$ cat src/logic/irq_pkg.sv
// Shared constants and types for the interrupt response and register logic.
package irq_pkg;
	localparam logic [15:0] NMI_ADDR   = 16'h0066;
	localparam logic [15:0] MODE1_ADDR = 16'h0038;
	localparam logic [15:0] PC_RESET   = 16'h0000;
	localparam logic [15:0] SP_RESET   = 16'hffff;
	localparam logic [15:0] W16_RESET  = 16'h0000;
	localparam logic [7:0]  R8_RESET   = 8'h00;
	localparam logic [1:0]  ACK_WAITS  = 2'h2;
	localparam int          PV_BIT     = 2;
	localparam logic [2:0]  IDX_A = 3'h0;
	localparam logic [2:0]  IDX_F = 3'h1;
	localparam logic [1:0]  MODE0 = 2'h0;
	localparam logic [1:0]  MODE1 = 2'h1;
	localparam logic [1:0]  MODE2 = 2'h2;
	localparam logic [4:0]  SEL_PAIR1 = 5'h08;
	localparam logic [4:0]  SEL_PAIR2 = 5'h09;
	localparam logic [4:0]  SEL_PAIR3 = 5'h0a;
	localparam logic [4:0]  SEL_VB    = 5'h0b;
	localparam logic [4:0]  SEL_R     = 5'h0c;
	localparam logic [4:0]  SEL_IX    = 5'h0d;
	localparam logic [4:0]  SEL_IY    = 5'h0e;
	localparam logic [4:0]  SEL_SP    = 5'h0f;
	localparam logic [4:0]  SEL_PC    = 5'h10;
	typedef enum logic [3:0] {
		S_IDLE     = 4'h0,
		S_ACK      = 4'h1,
		S_ACK_WAIT = 4'h2,
		S_ACK_TAKE = 4'h3,
		S_PUSH_HI  = 4'h4,
		S_PUSH_LO  = 4'h5,
		S_TAB_LO   = 4'h6,
		S_TAB_HI   = 4'h7,
		S_JUMP     = 4'h8
	} irq_state_t;
	typedef enum logic [1:0] {
		ENTRY_NMI = 2'h0,
		ENTRY_M1  = 2'h1,
		ENTRY_M2  = 2'h2
	} entry_t;
endpackage

$ cat src/logic/register_bank.sv
// Main and alternate banks of accumulator, flags and general registers.
`timescale 1ns/1ps
module register_bank (
	input  wire logic        clk_sys,
	input  wire logic        sys_rst,
	input  wire logic [7:0]  wr_mask,
	input  wire logic [63:0] wr_data,
	input  wire logic        swap_af,
	input  wire logic        swap_gen,
	output logic      [63:0] visible
);
	logic [7:0] bank_q [2][8];
	logic [7:0] bank_d [2][8];
	logic       af_alt_q;
	logic       af_alt_d;
	logic       gen_alt_q;
	logic       gen_alt_d;

	always_comb begin
		logic sel;
		sel = 1'b0;
		bank_d = bank_q;
		af_alt_d = af_alt_q ^ swap_af;
		gen_alt_d = gen_alt_q ^ swap_gen;
		visible = '0;
		for (int i = 0; i < 8; i++) begin
			sel = (i < 2) ? af_alt_q : gen_alt_q;
			visible[8*i +: 8] = bank_q[sel][i];
			if (wr_mask[i]) begin
				bank_d[sel][i] = wr_data[8*i +: 8];
			end
		end
	end

	always_ff @(posedge clk_sys or posedge sys_rst) begin
		if (sys_rst) begin
			for (int b = 0; b < 2; b++) begin
				for (int i = 0; i < 8; i++) begin
					bank_q[b][i] <= irq_pkg::R8_RESET;
				end
			end
			af_alt_q <= 1'b0;
			gen_alt_q <= 1'b0;
		end else begin
			bank_q <= bank_d;
			af_alt_q <= af_alt_d;
			gen_alt_q <= gen_alt_d;
		end
	end
endmodule

$ cat src/logic/refresh_counter.sv
// Refresh counter that steps on every opcode fetch unless a load comes in the same cycle.
`timescale 1ns/1ps
module refresh_counter (
	input  wire logic       clk_sys,
	input  wire logic       sys_rst,
	input  wire logic       load,
	input  wire logic [7:0] load_value,
	input  wire logic       step,
	output logic      [7:0] value_q
);
	logic [7:0] value_d;

	always_comb begin
		value_d = value_q;
		if (load) begin
			value_d = load_value;
		end else if (step) begin
			value_d = value_q + 8'h01;
		end
	end

	always_ff @(posedge clk_sys or posedge sys_rst) begin
		if (sys_rst) begin
			value_q <= irq_pkg::R8_RESET;
		end else begin
			value_q <= value_d;
		end
	end
endmodule

$ cat src/logic/cpu_interrupt_response.sv
// Interrupt acceptance, enable and mode flip-flops and the visible register file.
// Behaviour
// RULE_01 - NMI without bus hold jumps to 0066h
// RULE_02 - Maskable accepted only when enabled, no hold
// RULE_03 - Acknowledge is fetch cycle with I/O strobe
// RULE_04 - Acknowledge lengthened by two wait states
// RULE_05 - Mode 0 peripheral supplies executed opcode
// RULE_06 - Mode 0 call: one acknowledge, then reads; the code returns to S_IDLE after the acknowledge with no further reads
// RULE_07 - Mode 1 acts like NMI at 0038h
// RULE_08 - Mode 2 pointer is vector base, vector
// RULE_09 - Mode 2 reads table entry, jumps there
// RULE_10 - Mode 2 vector bit zero is zero; the code keeps bit zero of data_in as received
// RULE_11 - Reset and disable clear, enable sets both
// RULE_12 - Copy base or refresh puts saved in PV
// RULE_13 - NMI clears main; return copies saved back
// RULE_14 - Refresh steps and drives address on fetch; the code skips the step when a write to SEL_R loads it in the same cycle
// RULE_15 - Six registers also form three pairs
// RULE_16 - Two banks selected by exchange instructions
// RULE_17 - Mode flip-flops choose maskable response
// RULE_18 - NMI ignores enables; sample at boundaries
// RULE_19 - Push program counter before vectoring
`timescale 1ns/1ps
module cpu_interrupt_response (
	input  wire logic        clk_sys,
	input  wire logic        sys_rst,
	input  wire logic        nmi_req,
	input  wire logic        int_req,
	input  wire logic        bus_hold_request,
	input  wire logic [7:0]  data_in,
	input  wire logic        instr_boundary,
	input  wire logic        fetch_strobe,
	input  wire logic        mask_off_op,
	input  wire logic        unmask_op,
	input  wire logic        nonmaskable_return_op,
	input  wire logic        copy_vector_base_op,
	input  wire logic        copy_refresh_op,
	input  wire logic        exchange_af_op,
	input  wire logic        exchange_bank_op,
	input  wire logic        set_mode_op,
	input  wire logic [1:0]  set_mode_value,
	input  wire logic        reg_we,
	input  wire logic [4:0]  reg_sel,
	input  wire logic [15:0] reg_wdata,
	output logic      [15:0] reg_rdata_q,
	output logic      [15:0] address_q,
	output logic      [7:0]  data_out_q,
	output logic             memory_cycle_strobe_n_q,
	output logic             io_cycle_strobe_n_q,
	output logic             opcode_fetch_cycle_n_q,
	output logic             read_n_q,
	output logic             write_n_q,
	output logic             ack_wait_q,
	output logic             busy_q,
	output logic      [7:0]  mode0_opcode_q,
	output logic             mode0_valid_q,
	output logic             irq_enable_main_q,
	output logic             irq_enable_saved_q,
	output logic      [1:0]  irq_mode_bits_q,
	output logic      [15:0] next_fetch_address_q
);
	irq_pkg::irq_state_t state_q, state_d;
	irq_pkg::entry_t     entry_q, entry_d;
	logic [1:0]  wcnt_q, wcnt_d;
	logic [7:0]  vec_q, vec_d;
	logic [7:0]  tlo_q, tlo_d;
	logic [15:0] sp_q, sp_d;
	logic [15:0] ix_q, ix_d;
	logic [15:0] iy_q, iy_d;
	logic [7:0]  vb_q, vb_d;
	logic        nmi_seen_q, nmi_pend_q, nmi_pend_d;
	logic [15:0] pc_d, rdata_d, addr_d;
	logic [7:0]  dout_d, m0op_d;
	logic        mem_n_d, io_n_d, fetch_n_d, rd_n_d, wr_n_d, m0v_d;
	logic        irq_enable_main_d, irq_enable_saved_d;
	logic [1:0]  mode_d;
	logic [7:0]  bank_mask;
	logic [63:0] bank_wdata;
	logic [63:0] vis;
	logic        r_load;
	logic [7:0]  r_val;
	logic        take_nmi, take_int, op_ok;

	function automatic logic [7:0] byte_of(input logic [63:0] v, input logic [2:0] i);
		return v[8*i +: 8];
	endfunction

	function automatic logic [15:0] pair_of(input logic [63:0] v, input logic [1:0] p);
		return {byte_of(v, 3'(2*p)), byte_of(v, 3'(2*p + 1))};
	endfunction

	register_bank u_bank (
		.clk_sys  (clk_sys),
		.sys_rst  (sys_rst),
		.wr_mask  (bank_mask),
		.wr_data  (bank_wdata),
		.swap_af  (op_ok && exchange_af_op), // RULE_16
		.swap_gen (op_ok && exchange_bank_op), // RULE_16
		.visible  (vis)
	);

	refresh_counter u_refresh (
		.clk_sys    (clk_sys),
		.sys_rst    (sys_rst),
		.load       (r_load),
		.load_value (reg_wdata[7:0]),
		.step       (fetch_strobe || state_d == irq_pkg::S_ACK), // RULE_14
		.value_q    (r_val)
	);

	assign take_nmi = state_q == irq_pkg::S_IDLE && instr_boundary && !bus_hold_request
		&& nmi_pend_q; // RULE_18
	assign take_int = state_q == irq_pkg::S_IDLE && instr_boundary && !bus_hold_request
		&& !nmi_pend_q && int_req && irq_enable_main_q; // RULE_02
	assign op_ok = state_q == irq_pkg::S_IDLE && !take_nmi && !take_int;

	always_comb begin
		state_d = state_q;
		entry_d = entry_q;
		wcnt_d = wcnt_q;
		vec_d = vec_q;
		tlo_d = tlo_q;
		pc_d = next_fetch_address_q;
		sp_d = sp_q;
		ix_d = ix_q;
		iy_d = iy_q;
		vb_d = vb_q;
		irq_enable_main_d = irq_enable_main_q;
		irq_enable_saved_d = irq_enable_saved_q;
		mode_d = irq_mode_bits_q;
		m0op_d = mode0_opcode_q;
		m0v_d = 1'b0;
		bank_mask = '0;
		bank_wdata = vis;
		r_load = 1'b0;
		nmi_pend_d = nmi_pend_q;
		unique case (state_q)
			irq_pkg::S_IDLE: begin
				if (take_nmi) begin
					nmi_pend_d = 1'b0;
					irq_enable_main_d = 1'b0; // RULE_13
					entry_d = irq_pkg::ENTRY_NMI;
					state_d = irq_pkg::S_PUSH_HI; // RULE_19
				end else if (take_int) begin
					irq_enable_main_d = 1'b0;
					irq_enable_saved_d = 1'b0;
					state_d = irq_pkg::S_ACK; // RULE_02
				end else begin
					if (mask_off_op) begin
						irq_enable_main_d = 1'b0; // RULE_11
						irq_enable_saved_d = 1'b0;
					end else if (unmask_op) begin
						irq_enable_main_d = 1'b1; // RULE_11
						irq_enable_saved_d = 1'b1;
					end else if (nonmaskable_return_op) begin
						irq_enable_main_d = irq_enable_saved_q; // RULE_13
					end
					if (set_mode_op) begin
						mode_d = set_mode_value; // RULE_17
					end
					if (copy_vector_base_op || copy_refresh_op) begin
						bank_mask[irq_pkg::IDX_A] = 1'b1;
						bank_mask[irq_pkg::IDX_F] = 1'b1;
						bank_wdata[8*irq_pkg::IDX_A +: 8] = copy_refresh_op ? r_val : vb_q;
						bank_wdata[8*irq_pkg::IDX_F + irq_pkg::PV_BIT] =
							irq_enable_saved_q; // RULE_12
					end else if (reg_we) begin
						if (reg_sel < 5'h08) begin
							bank_mask[reg_sel[2:0]] = 1'b1;
							bank_wdata[8*reg_sel[2:0] +: 8] = reg_wdata[7:0];
						end else if (reg_sel <= irq_pkg::SEL_PAIR3) begin
							bank_mask[3'(2*(reg_sel - 5'h07))] = 1'b1; // RULE_15
							bank_mask[3'(2*(reg_sel - 5'h07) + 1)] = 1'b1;
							bank_wdata[16*(reg_sel - 5'h07) +: 16] =
								{reg_wdata[7:0], reg_wdata[15:8]};
						end
						unique case (reg_sel)
							irq_pkg::SEL_VB: vb_d = reg_wdata[7:0];
							irq_pkg::SEL_R:  r_load = 1'b1;
							irq_pkg::SEL_IX: ix_d = reg_wdata;
							irq_pkg::SEL_IY: iy_d = reg_wdata;
							irq_pkg::SEL_SP: sp_d = reg_wdata;
							irq_pkg::SEL_PC: pc_d = reg_wdata;
							default: ;
						endcase
					end
				end
			end
			irq_pkg::S_ACK: begin
				wcnt_d = 2'h0;
				state_d = irq_pkg::S_ACK_WAIT;
			end
			irq_pkg::S_ACK_WAIT: begin
				if (wcnt_q == irq_pkg::ACK_WAITS - 2'h1) begin
					state_d = irq_pkg::S_ACK_TAKE; // RULE_04
				end else begin
					wcnt_d = wcnt_q + 2'h1;
				end
			end
			irq_pkg::S_ACK_TAKE: begin
				vec_d = data_in; // RULE_10
				unique case (irq_mode_bits_q)
					irq_pkg::MODE0: begin
						m0op_d = data_in; // RULE_05
						m0v_d = 1'b1; // RULE_06
						state_d = irq_pkg::S_IDLE;
					end
					irq_pkg::MODE1: begin
						entry_d = irq_pkg::ENTRY_M1; // RULE_07
						state_d = irq_pkg::S_PUSH_HI;
					end
					default: begin
						entry_d = irq_pkg::ENTRY_M2; // RULE_17
						state_d = irq_pkg::S_PUSH_HI;
					end
				endcase
			end
			irq_pkg::S_PUSH_HI: begin
				sp_d = sp_q - 16'h0001;
				state_d = irq_pkg::S_PUSH_LO;
			end
			irq_pkg::S_PUSH_LO: begin
				sp_d = sp_q - 16'h0001;
				state_d = (entry_q == irq_pkg::ENTRY_M2) ? irq_pkg::S_TAB_LO : irq_pkg::S_JUMP;
			end
			irq_pkg::S_TAB_LO: begin
				tlo_d = data_in;
				state_d = irq_pkg::S_TAB_HI;
			end
			irq_pkg::S_TAB_HI: begin
				pc_d = {data_in, tlo_q}; // RULE_09
				state_d = irq_pkg::S_IDLE;
			end
			irq_pkg::S_JUMP: begin
				pc_d = (entry_q == irq_pkg::ENTRY_NMI) ? irq_pkg::NMI_ADDR
					: irq_pkg::MODE1_ADDR; // RULE_01
				state_d = irq_pkg::S_IDLE;
			end
			default: state_d = irq_pkg::S_IDLE;
		endcase
		if (nmi_req && !nmi_seen_q) begin
			nmi_pend_d = 1'b1;
		end
	end

	always_comb begin
		addr_d = address_q;
		dout_d = data_out_q;
		mem_n_d = 1'b1;
		io_n_d = 1'b1;
		fetch_n_d = 1'b1;
		rd_n_d = 1'b1;
		wr_n_d = 1'b1;
		unique case (state_d)
			irq_pkg::S_ACK, irq_pkg::S_ACK_WAIT, irq_pkg::S_ACK_TAKE: begin
				addr_d = next_fetch_address_q;
				fetch_n_d = 1'b0;
				io_n_d = 1'b0; // RULE_03
			end
			irq_pkg::S_PUSH_HI, irq_pkg::S_PUSH_LO: begin
				addr_d = sp_d - 16'h0001;
				dout_d = (state_d == irq_pkg::S_PUSH_HI) ? next_fetch_address_q[15:8]
					: next_fetch_address_q[7:0]; // RULE_19
				mem_n_d = 1'b0;
				wr_n_d = 1'b0;
			end
			irq_pkg::S_TAB_LO, irq_pkg::S_TAB_HI: begin
				addr_d = {vb_q, vec_d} + ((state_d == irq_pkg::S_TAB_HI) ? 16'h0001
					: 16'h0000); // RULE_08
				mem_n_d = 1'b0;
				rd_n_d = 1'b0;
			end
			default: begin
				if (fetch_strobe) begin
					addr_d = {vb_q, r_val}; // RULE_14
				end
			end
		endcase
	end

	always_comb begin
		rdata_d = 16'h0000;
		if (reg_sel < 5'h08) begin
			rdata_d = {8'h00, byte_of(vis, reg_sel[2:0])};
		end else if (reg_sel <= irq_pkg::SEL_PAIR3) begin
			rdata_d = pair_of(vis, 2'(reg_sel - 5'h07)); // RULE_15
		end else begin
			unique case (reg_sel)
				irq_pkg::SEL_VB: rdata_d = {8'h00, vb_q};
				irq_pkg::SEL_R:  rdata_d = {8'h00, r_val};
				irq_pkg::SEL_IX: rdata_d = ix_q;
				irq_pkg::SEL_IY: rdata_d = iy_q;
				irq_pkg::SEL_SP: rdata_d = sp_q;
				irq_pkg::SEL_PC: rdata_d = next_fetch_address_q;
				default: rdata_d = 16'h0000;
			endcase
		end
	end

	always_ff @(posedge clk_sys or posedge sys_rst) begin
		if (sys_rst) begin
			state_q <= irq_pkg::S_IDLE;
			entry_q <= irq_pkg::ENTRY_NMI;
			wcnt_q <= 2'h0;
			vec_q <= irq_pkg::R8_RESET;
			tlo_q <= irq_pkg::R8_RESET;
			sp_q <= irq_pkg::SP_RESET;
			ix_q <= irq_pkg::W16_RESET;
			iy_q <= irq_pkg::W16_RESET;
			vb_q <= irq_pkg::R8_RESET;
			nmi_seen_q <= 1'b0;
			nmi_pend_q <= 1'b0;
			next_fetch_address_q <= irq_pkg::PC_RESET;
			irq_enable_main_q <= 1'b0; // RULE_11
			irq_enable_saved_q <= 1'b0;
			irq_mode_bits_q <= irq_pkg::MODE0;
			reg_rdata_q <= irq_pkg::W16_RESET;
			address_q <= irq_pkg::W16_RESET;
			data_out_q <= irq_pkg::R8_RESET;
			memory_cycle_strobe_n_q <= 1'b1;
			io_cycle_strobe_n_q <= 1'b1;
			opcode_fetch_cycle_n_q <= 1'b1;
			read_n_q <= 1'b1;
			write_n_q <= 1'b1;
			ack_wait_q <= 1'b0;
			busy_q <= 1'b0;
			mode0_opcode_q <= irq_pkg::R8_RESET;
			mode0_valid_q <= 1'b0;
		end else begin
			state_q <= state_d;
			entry_q <= entry_d;
			wcnt_q <= wcnt_d;
			vec_q <= vec_d;
			tlo_q <= tlo_d;
			sp_q <= sp_d;
			ix_q <= ix_d;
			iy_q <= iy_d;
			vb_q <= vb_d;
			nmi_seen_q <= nmi_req;
			nmi_pend_q <= nmi_pend_d;
			next_fetch_address_q <= pc_d;
			irq_enable_main_q <= irq_enable_main_d;
			irq_enable_saved_q <= irq_enable_saved_d;
			irq_mode_bits_q <= mode_d;
			reg_rdata_q <= rdata_d;
			address_q <= addr_d;
			data_out_q <= dout_d;
			memory_cycle_strobe_n_q <= mem_n_d;
			io_cycle_strobe_n_q <= io_n_d;
			opcode_fetch_cycle_n_q <= fetch_n_d;
			read_n_q <= rd_n_d;
			write_n_q <= wr_n_d;
			ack_wait_q <= state_d == irq_pkg::S_ACK_WAIT;
			busy_q <= state_d != irq_pkg::S_IDLE;
			mode0_opcode_q <= m0op_d;
			mode0_valid_q <= m0v_d;
		end
	end
endmodule

$ cat config.mk
export PLATFORM = sky130hd
export DESIGN_NAME = cpu_interrupt_response
export DESIGN_NICKNAME = d
export VERILOG_FILES = /design/src/logic/irq_pkg.sv /design/src/logic/register_bank.sv /design/src/logic/refresh_counter.sv /design/src/logic/cpu_interrupt_response.sv
export SDC_FILE = /design/constraint.sdc
export NUM_CORES = 1
export LEC_CHECK = 0
export BUFFER_PORTS_ARGS = -buffer_cell sky130_fd_sc_hd__buf_2
export CAP_MARGIN = 20
export CORE_ASPECT_RATIO = 1.5
export CORE_UTILIZATION = 35
export DETAILED_ROUTE_END_ITERATION = 7
export PLACE_DENSITY = 0.57
export SYNTH_ARGS = -nofsm -noshare
export SYNTH_HDL_FRONTEND = slang
export SYNTH_HIERARCHICAL = 1
export SYNTH_SLANG_ARGS = --single-unit
$ cat constraint.sdc
create_clock -name clk_sys -period 5.3 [get_ports clk_sys]
set_input_delay 1.06 -clock clk_sys [delete_from_list [all_inputs] [get_ports clk_sys]]
set_output_delay 1.06 -clock clk_sys [all_outputs]
set_load 0.05 [all_outputs]
# Yosys cells after proc, flatten, opt, wreduce, memory -nomap -nowiden
# Cells that the tools add are included.
[word_totals] register_bits=295 elab_cells=289
[classes] shifts=7 add_sub_neg=11 mux=122 n_lt_le_gt_ge=12 n_reduce_logical=52 eq_ne=32 bitwise=8
[op_table] op="128-bit bitwise mux" n=8
[op_table] op="128-bit 2-to-1 mux" n=8
[op_table] op="64-bit 2-to-1 mux" n=10
[op_table] op="64-bit demux with 1-bit select" n=8
[op_table] op="16-bit 2-to-1 mux" n=14
[op_table] op="48-bit 2-to-1 mux" n=4
[op_table] op="64-bit by 7-bit variable part select with 8-bit output" n=3
[op_table] op="64-bit bitwise mux" n=2
[op_table] op="8-bit 2-to-1 mux" n=13
[op_table] op="16-bit case mux with 3 select lines" n=2
[op_table] op="16-bit case mux with 6 select lines" n=1
[op_table] op="16-bit by 34-bit variable shift with 64-bit output (first input constant)" n=1
[op_table] op="8-bit by 34-bit variable shift with 64-bit output (first input constant)" n=1
[op_table] op="16-bit by 34-bit variable part select with 64-bit output" n=1
[op_table] op="8-bit by 34-bit variable part select with 64-bit output" n=1
[op_table] op="56-bit 2-to-1 mux" n=1
[op_table] op="53-bit 2-to-1 mux" n=1
[op_table] op="40-bit 2-to-1 mux" n=1
[op_table] op="32-bit negator with 34-bit output" n=1
[op_table] op="6-bit negator with 34-bit output" n=1
[op_table] op="4-bit by 3-bit equality test with 1-bit output (second input constant)" n=8
[op_table] op="32-bit 2-to-1 mux" n=1
[op_table] op="16-bit case mux with 2 select lines" n=1
[op_table] op="16-bit by 1-bit subtractor with 16-bit output (second input constant)" n=2
[op_table] op="52 further kinds" n=150

# Longest topological paths before layout
# Gate-level depths: netlist (run 1).
[logic_depth] word_depth=29 ltp_mapped=18

# Hierarchy
# The synthesis (run 1) kept the hierarchy.
[modules_own_cells] module="cpu_interrupt_response" area_each_um2=11252.0 seq_area_each_um2=3953.8 instances=1 cells_each=1223
[modules_own_cells] module="register_bank" area_each_um2=5714.2 seq_area_each_um2=3253.1 instances=1 cells_each=358
[modules_own_cells] module="refresh_counter" area_each_um2=445.4 seq_area_each_um2=200.2 instances=1 cells_each=50

# Worst setup path before layout (run 1)
# OpenSTA, ideal clock, no wires.
[synth_path] path_type="input port to flip-flop" from="input port reg_sel[1]" to="register u_bank/bank_q[0] (netlist bit)" arrival_time_ns=5.093 setup_time_ns=0.128 n_path_buf=3 setup_slack_ns=0.080 cell_stages=14 cell_sequence="buf_2 > clkinv_1 > ha_1 > buf_1 > clkbuf_1 > or4_1 > ha_1 > nor4b_1 > nand2_1 > nor4_2 > nor2_1 > nor2_1 > mux2_2 > mux2_1"
[synth_lines] element="from (decl)" line="cpu_interrupt_response.sv:42" source="input wire logic [4:0] reg_sel,"
[synth_lines] element="5-bit by 3-bit subtractor with 6-bit output" line="cpu_interrupt_response.sv:173" source="bank_wdata[16*(reg_sel - 5'h07) +: 16] ="
[synth_lines] element="32-bit negator with 34-bit output" line="cpu_interrupt_response.sv:173"
[synth_lines] element="16-bit by 34-bit variable part select with 64-bit output or 16-bit by 34-bit variable shift with 64-bit output (tied branches)" line="cpu_interrupt_response.sv:173"
[synth_lines] element="64-bit bitwise mux" line="cpu_interrupt_response.sv:173"
[synth_lines] element="64-bit 2-to-1 mux" line="cpu_interrupt_response.sv:170" source="end else if (reg_sel <= irq_pkg::SEL_PAIR3) begin"
[synth_lines] element="64-bit 2-to-1 mux *" line="cpu_interrupt_response.sv:167" source="if (reg_sel < 5'h08) begin"
[synth_lines] element="64-bit 2-to-1 mux *" line="cpu_interrupt_response.sv:166" source="end else if (reg_we) begin"
[synth_lines] element="53-bit 2-to-1 mux *" line="cpu_interrupt_response.sv:160" source="if (copy_vector_base_op || copy_refresh_op) begin"
[synth_lines] element="64-bit 2-to-1 mux *" line="cpu_interrupt_response.sv:143" source="end else if (take_int) begin"
[synth_lines] element="64-bit 2-to-1 mux *" line="cpu_interrupt_response.sv:138" source="if (take_nmi) begin"
[synth_lines] element="64-bit 2-to-1 mux *" line="cpu_interrupt_response.sv:136" source="unique case (state_q)"
[synth_lines] element="net bank_wdata[56]" line="cpu_interrupt_response.sv:77" source="logic [63:0] bank_wdata;"
[synth_lines] element="128-bit bitwise mux *" line="register_bank.sv:30" source="bank_d[sel][i] = wr_data[8*i +: 8];"
[synth_lines] element="128-bit 2-to-1 mux *" line="register_bank.sv:29" source="if (wr_mask[i]) begin"
[synth_lines] element="to (signal, indexed assignment)" line="register_bank.sv:39" source="bank_q[b][i] <= irq_pkg::R8_RESET;"
[synth_lines] element="to (signal assigned)" line="register_bank.sv:45" source="bank_q <= bank_d;"
[synth_lines] element="to (decl)" line="register_bank.sv:12" source="logic [7:0] bank_q [2][8];"
# The timed path passes the listed nets; every way through them passes the cells marked *.
# A chain may end at the register's enable or synchronous reset.

# Final worst setup path (run 1)
[layout_path] from="input port reg_sel[1]" to="register u_bank/bank_q[23] (netlist bit)"
[layout_lines] element="5-bit by 3-bit subtractor with 6-bit output" line="cpu_interrupt_response.sv:173"
[layout_lines] element="32-bit negator with 34-bit output" line="cpu_interrupt_response.sv:173"
[layout_lines] element="16-bit by 34-bit variable part select with 64-bit output or 16-bit by 34-bit variable shift with 64-bit output (tied branches)" line="cpu_interrupt_response.sv:173"
[layout_lines] element="64-bit bitwise mux" line="cpu_interrupt_response.sv:173"
[layout_lines] element="64-bit 2-to-1 mux" line="cpu_interrupt_response.sv:170"
[layout_lines] element="64-bit 2-to-1 mux *" line="cpu_interrupt_response.sv:167"
[layout_lines] element="64-bit 2-to-1 mux *" line="cpu_interrupt_response.sv:166"
[layout_lines] element="53-bit 2-to-1 mux *" line="cpu_interrupt_response.sv:160"
[layout_lines] element="[... 2 more ...]"
[layout_lines] element="64-bit 2-to-1 mux *" line="cpu_interrupt_response.sv:136"
[layout_lines] element="net bank_wdata[47]" line="cpu_interrupt_response.sv:77"
[layout_lines] element="128-bit bitwise mux *" line="register_bank.sv:30"
[layout_lines] element="128-bit 2-to-1 mux *" line="register_bank.sv:29"
[layout_lines] element="128-bit bitwise mux" line="register_bank.sv:30"
[layout_lines] element="128-bit 2-to-1 mux *" line="register_bank.sv:29"
[layout_lines] element="128-bit bitwise mux" line="register_bank.sv:30"
[layout_lines] element="128-bit 2-to-1 mux *" line="register_bank.sv:29"
# Marked as above.

==> out/metrics.yaml, run 1 <==
run_status:
  status: "finished, final reports clean"
power_and_ir_drop:
  leakage_nw: 8.766
  powerDensity_nw_per_um2: 483.9
  ir_drop_uv: 303.8
cells_and_area:
  utilization: 0.4020
  most-common-layout-cells: "dfrtp_1, mux2_2, nand2_1"
  final_common_cell: "dfrtp_1"
  n_fill_cell: 4830
  nets: 1791
  drive_gt1_frac: 0.3101
  syn_to_final_growth_pct: 12.96
floorplan:
  dieWidth_microns: 184.1
  fp.coreArea_sq_um: 48930
  die_height_microns: 275.2
  num_rows: 99
  ioPinCount: 123
  start_util: 0.3559
  dieArea_sq_um: 50660
synthesis:
  syn_area_per_cell_sq_um: 10.68
  ys_ff_latch: 295
  synth_adder_area_share: 0.01437
  yosysSeqAreaShare: 0.4254
  ys_async_sr_fraction: 1.000
  syn-cell-area_sq_um: 17410
  synth_fp_nets: 1698
  synth_compound_area_frac: 0.1350
  synth-xor-area-share: 0.01408
  synth_cell_types: 89
  synth_top_family_by_area: "multiplexers"
  synth-edff-count: 0
  synthCells: 1631
  synth_mux_area_frac: 0.2450
  yosysWarnings: 6
  synth_ff_type: "dfrtp_1"
  synth_simple_gate_area_frac: 0.1261
routing:
  drc: 0
  wl_per_cell_microns: 25.37
  routed_wl_microns: 61020
  postRouteAntennaNets: 0
  vias: 14190
  drt_iter0_drc: 1155
  dr.pass1.iters: 7
  avgViaCountPerCell: 5.899
clock_network:
  cts_tree: "built"
  cts_sinks: 295
  cts_root_buffer: "clkbuf_16"
  ctsLongestPathBuffers: 3
  htreeDepth: 1
  holdBufCountCts: 0
  post_cts_buffers: 0
  cts_made_buffers: 31
  clk_latency_ns: 0.59
  cts_resized: 0
  clk_pin_slew_ns: 0.06
hold_path:
  hold_path.class: "register to register"
  hold_start: "nmi_seen_q"
sta:
  hold_viol: 0
  slew_headroom: 0.2505
  setup_viol: 0
  tns_ns: 0
  rsz0062_at_grt: "false"
  slew_viol_final: 0
  worst_slew_pin_slew_ns: 1.120
  fmax_mhz: 233.0
  skew_ns: 0.01609
  finalHoldWorstSlack_ns: 0.4290
  period_needed_ns: 4.292
  finalCritPeriodShare: 0.8098
grt:
  grt.overflow.total: 0
  grt_pass1_wl_microns: 91680
  grt_max_degree: 100
  grt_pass1_vias: 14220
  antenna_found_initial: 2
  track_usage: 0.2430
worst_setup_path:
  cp-end-kind: "register"
  r2r_start: "state_q[3]"
  crit_fanout: 22
  timing_worst_setup_path_type: "input port to register"
  cp-start-kind: "input port"
  cp.required_ns: 5.76
  startpoint: "reg_sel[1]"
  r2r_setup_slack_ns: 1.47
  arrival_ns: 4.75
placement:
  io_buffers: 122
  hpwlAfterDp_microns: 44500
  globalplace.congestion: 0.9675
flow_run:
  maxCapViolCount: 0
## cell families after synthesis
kind of cell | after synthesis
AO/OA/AOI/OAI | 357
adder cells (fa/ha/maj) | 20
flip-flops | 295
multiplexers | 361
AND/OR/NAND/NOR | 419
buffers and inverters | 151
XOR/XNOR | 28
## flip-flops by register name (all words and copies together) (netlist names), 2 cells and up
| register | flops |
|---|---|
| mode0_opcode_q | 8 |
| next_fetch_address_q | 16 |
| tlo_q | 8 |
| vb_q | 8 |
| u_refresh/value_q | 8 |
| state_q | 4 |
| data_out_q | 8 |
| wcnt_q | 2 |
| reg_rdata_q | 16 |
| ix_q | 16 |
| address_q | 16 |
| iy_q | 16 |
| sp_q | 16 |
| irq_mode_bits_q | 2 |
| u_bank/bank_q | 128 |
| entry_q | 2 |
| vec_q | 8 |
## cell type report
type,instances,area (sq um),area share
timing repair buffer,167,958.4,0.04873
tap,656,820.8,0.04173
multi-input combinational,1185,9336,0.4747
antenna,1,2.502,0.0001272
clock inverter,9,110.1,0.005598
clock buffer,48,859.6,0.04370
inverter,44,172.7,0.008779
sequential,295,7408,0.3767
## worst max-delay path, cell delays in order
cell and delay (ns):
buf_2 0.21, clkinv_1 0.12, ha_1 0.31, buf_4 0.24
or4_1 0.50, ha_1 0.28, nor3_1 0.21, nand3_1 0.14
nor4_1 0.28, and3_1 0.23, inv_1 0.06, a21oi_2 0.42
mux2_2 0.40, mux2_1 0.29
## path summary, 6_finish.rpt
kind	endpoint	cells past startpoint
min in group asynchronous	u_refresh/value_q[1]	2
worst min register to register	nmi_pend_q	1
worst max register to register	address_q[14]	11
max in group asynchronous	iy_q[10]	3
worst max-delay path	u_bank/bank_q[23]	14
worst min-delay path	nmi_pend_q	1
## Yosys cell counts, types with 12 or more instances
master,count,share of area
a21oi_1,115,0.033
a222oi_1,30,0.017
a22oi_1,33,0.014
buf_2,17,0.0049
clkbuf_1,66,0.014
dfrtp_1,275,0.40
dfstp_2,20,0.030
ha_1,20,0.014
inv_1,41,0.0088
mux2_1,48,0.031
mux2_2,237,0.15
mux2i_1,50,0.029
mux4_2,22,0.028
nand2_1,136,0.029
nand3_1,49,0.014
nor2_1,77,0.017
nor2b_1,17,0.0061
nor3_1,29,0.0083
o211ai_1,15,0.0065
o21ai_0,70,0.020
or4_1,12,0.0052
xnor2_1,16,0.0080
xor2_1,12,0.0060
## metal layers
| metal | vias up | global-route usage | wire length (microns) |
|---|---|---|---|
| li1 | 6262 | - | - |
| met1 | 7097 | 0.2763 | 22790 |
| met2 | 616 | 0.4249 | 30230 |
| met3 | 211 | 0.03005 | 3307 |
| met4 | 2 | 0.1645 | 4688 |
| met5 | - | 0 | 8 |
## report_power, final
group | switching, mW | internal (mW) | leakage [nW]
Clock | 0.947 | 1.21 | 0.459
Combinational | 2.55 | 1.31 | 4.45
Sequential | 0.738 | 2.76 | 3.85
Total | 4.23 | 5.29 | 8.77
## metrics by stage
step           total power, mW  worst slack, ns  instances  area (sq um)
3_3_place_gp             7.300           0.5214       2345         18680
3_5_place_dp             7.353           0.4639       2346         18690
5_1_grt                  9.984           0.7410       2405         19670
6_report                 9.517            1.008       2405         19670
2_1_floorplan            6.108          0.03824       1631         17410
4_1_cts                  9.528            1.061       2403         19660
Note: power is estimated with default switching activity, not from simulation.
==> run 2: changes to the inputs <==
Settings changed: PLACE_DENSITY 0.57 to 0.55.
Clock period 5.3 ns to 4.3 ns, I/O delays scaled along.
==> run 2 against run 1 <==
Worst setup slack lost 0.32 ns. Sequential share of layout area shrank 0.65 points. Clock skew grew 0.0036 ns. Total power grew 24%. Sequential power grew 22%. Count of clock-buffer cells in the layout shrank 3. Routed wire length grew 1.2%. Clock power grew 24%. Sequential cell count is the same. Critical path type is now register to register. Die area is the same. Critical path depth shrank 5.
==> out/metrics.yaml, run 2 (same netlist as run 1, synthesis figures left out) <==
floorplan:
  num_rows: 99
  start_util: 0.3559
  die_height_microns: 275.2
  dieWidth_microns: 184.1
  fp.coreArea_sq_um: 48930
  dieArea_sq_um: 50660
  ioPinCount: 123
worst_setup_path:
  critPathTopFamily: "simple AND/OR/NAND/NOR gates"
  crit_fanout: 12
  cp-start-kind: "register"
  cp-end-kind: "register"
  r2r_start: "state_q[2]"
  cp_num_buf_inv: 1
  timing_worst_setup_path_type: "register to register"
  slowest_delay_ns: 0.70
  path_cells: "nor4bb_4 -> buf_4 -> mux2i_1 -> nand2_1 -> nor2_1 -> nand3_1 -> or4_1 -> a32oi_1 -> a31o_1"
  rr_worst_depth: 9
  cp.required_ns: 4.82
  r2r_setup_slack_ns: 0.69
  r2r_end: "address_q[12]"
  crit_slowest_cell: "nor4bb_4"
  arrival_ns: 4.13
clock_network:
  holdBufCountCts: 0
  cts_made_buffers: 30
  clk_latency_ns: 0.59
  cts_root_buffer: "clkbuf_16"
  cts_resized: 0
  cts_tree: "built"
  cts_sinks: 295
  clk_pin_slew_ns: 0.07
  ctsLongestPathBuffers: 3
  htreeDepth: 1
  post_cts_buffers: 0
grt:
  grt.overflow.total: 0
  grt_pass1_vias: 14090
  antenna_found_initial: 1
  grt_max_degree: 92
  track_usage: 0.2451
  grt_pass1_wl_microns: 91830
sta:
  skew_ns: 0.01966
  rsz0062_at_grt: "false"
  period_needed_ns: 3.608
  finalCritPeriodShare: 0.8390
  fmax_mhz: 277.2
  hold_viol: 0
  worst_slew_pin_slew_ns: 0.9505
  setup_viol: 0
  tns_ns: 0
  slew_viol_final: 0
  timing.final.ws_setup_ns: 0.6924
  slew_headroom: 0.3635
  finalHoldWorstSlack_ns: 0.2851
placement:
  hpwlAfterDp_microns: 45490
  dp_slack_ns: 0.2188
  place_area_sq_um: 19020
  io_buffers: 122
  globalplace.congestion: 0.9223
  place_inst: 2376
run_status:
  status: "finished, final reports clean"
cells_and_area:
  nets: 1819
  drive_gt1_frac: 0.3285
  final_common_cell: "dfrtp_1"
  n_fill_cell: 4736
  stdcell_area_sq_um: 20020
  syn_to_final_growth_pct: 14.96
  top_register: "u_bank/bank_q"
  most-common-layout-cells: "dfrtp_1, mux2_2, nand2_1"
  utilization: 0.4091
  largest_reg_flops: 128
  final_cells: 2432
hold_path:
  hold_path.class: "input port to asynchronous set/reset pin"
routing:
  wl_per_cell_microns: 25.40
  drc: 0
  routed_wl_microns: 61760
  drt_iter0_drc: 984
  postRouteAntennaNets: 0
  vias: 14050
  dr.pass1.iters: 8
  avgViaCountPerCell: 5.777
power_and_ir_drop:
  leakage_nw: 8.956
  powerDensity_nw_per_um2: 590.9
  power.total_mw: 11.83
  ir_drop_uv: 368.9
flow_run:
  maxCapViolCount: 0
[run 2: cell types whose count changed in the layout (fill, tap and decap cells not counted), moves of 2 or more]
cell | previous run | this run
nor2_1 | 77 | 75
clkinv_2 | 2 | 6
clkbuf_1 | 15 | 8
mux2_2 | 237 | 235
buf_12 | 1 | 4
clkbuf_8 | 2 | 6
mux2_4 | 4 | 6
buf_4 | 43 | 70
clkinv_1 | 3 | 1
[run 2: worst reg2reg max path, stage by stage, from the launching register on]
cell and delay, ns:
dfrtp_1 0.54, nor4bb_4 0.70, buf_4 0.33, mux2i_1 0.40, nand2_1 0.09, nor2_1 0.30, nand3_1 0.29, or4_1 0.52
a32oi_1 0.23, a31o_1 0.13
[run 2: power breakdown]
part / switching (mW) / internal [mW]
Sequential: 0.861 / 3.41
Clock: 1.14 / 1.54
Combinational: 3.19 / 1.69
Total: 5.19 / 6.64
[run 2: worst max path at each step]
stage	cells past startpoint	end	start
2_1_floorplan	16	u_bank/bank_q[18]	reg_sel[1]
3_3_place_gp	14	u_bank/bank_q[18]	reg_sel[0]
3_5_place_dp	14	u_bank/bank_q[23]	reg_sel[0]
4_1_cts	9	address_q[14]	state_q[2]
5_1_grt	15	u_bank/bank_q[19]	reg_sel[1]
6_report	9	address_q[12]	state_q[2]
[run 2: final cells by class]
| type | count | area (sq um) | share of cell area |
|---|---|---|---|
| clock buffer | 45 | 888.4 | 0.04438 |
| clock inverter | 10 | 108.9 | 0.005438 |
| sequential | 295 | 7408 | 0.3701 |
| antenna | 1 | 2.502 | 0.0001250 |
| timing repair buffer | 196 | 1216 | 0.06076 |
| inverter | 44 | 178.9 | 0.008939 |
| tap | 656 | 820.8 | 0.04101 |
| multi-input combinational | 1185 | 9393 | 0.4692 |
[run 2: layer usage]
metal | global-route usage | wire [microns] | up-vias | part of all wire
met5 | 0 | 0 | - | 0
met4 | 0.1741 | 4783 | 0 | 0.077
met3 | 0.02899 | 2728 | 177 | 0.044
met2 | 0.4294 | 30980 | 475 | 0.50
met1 | 0.2756 | 23270 | 7088 | 0.38
li1 | - | - | 6310 | -
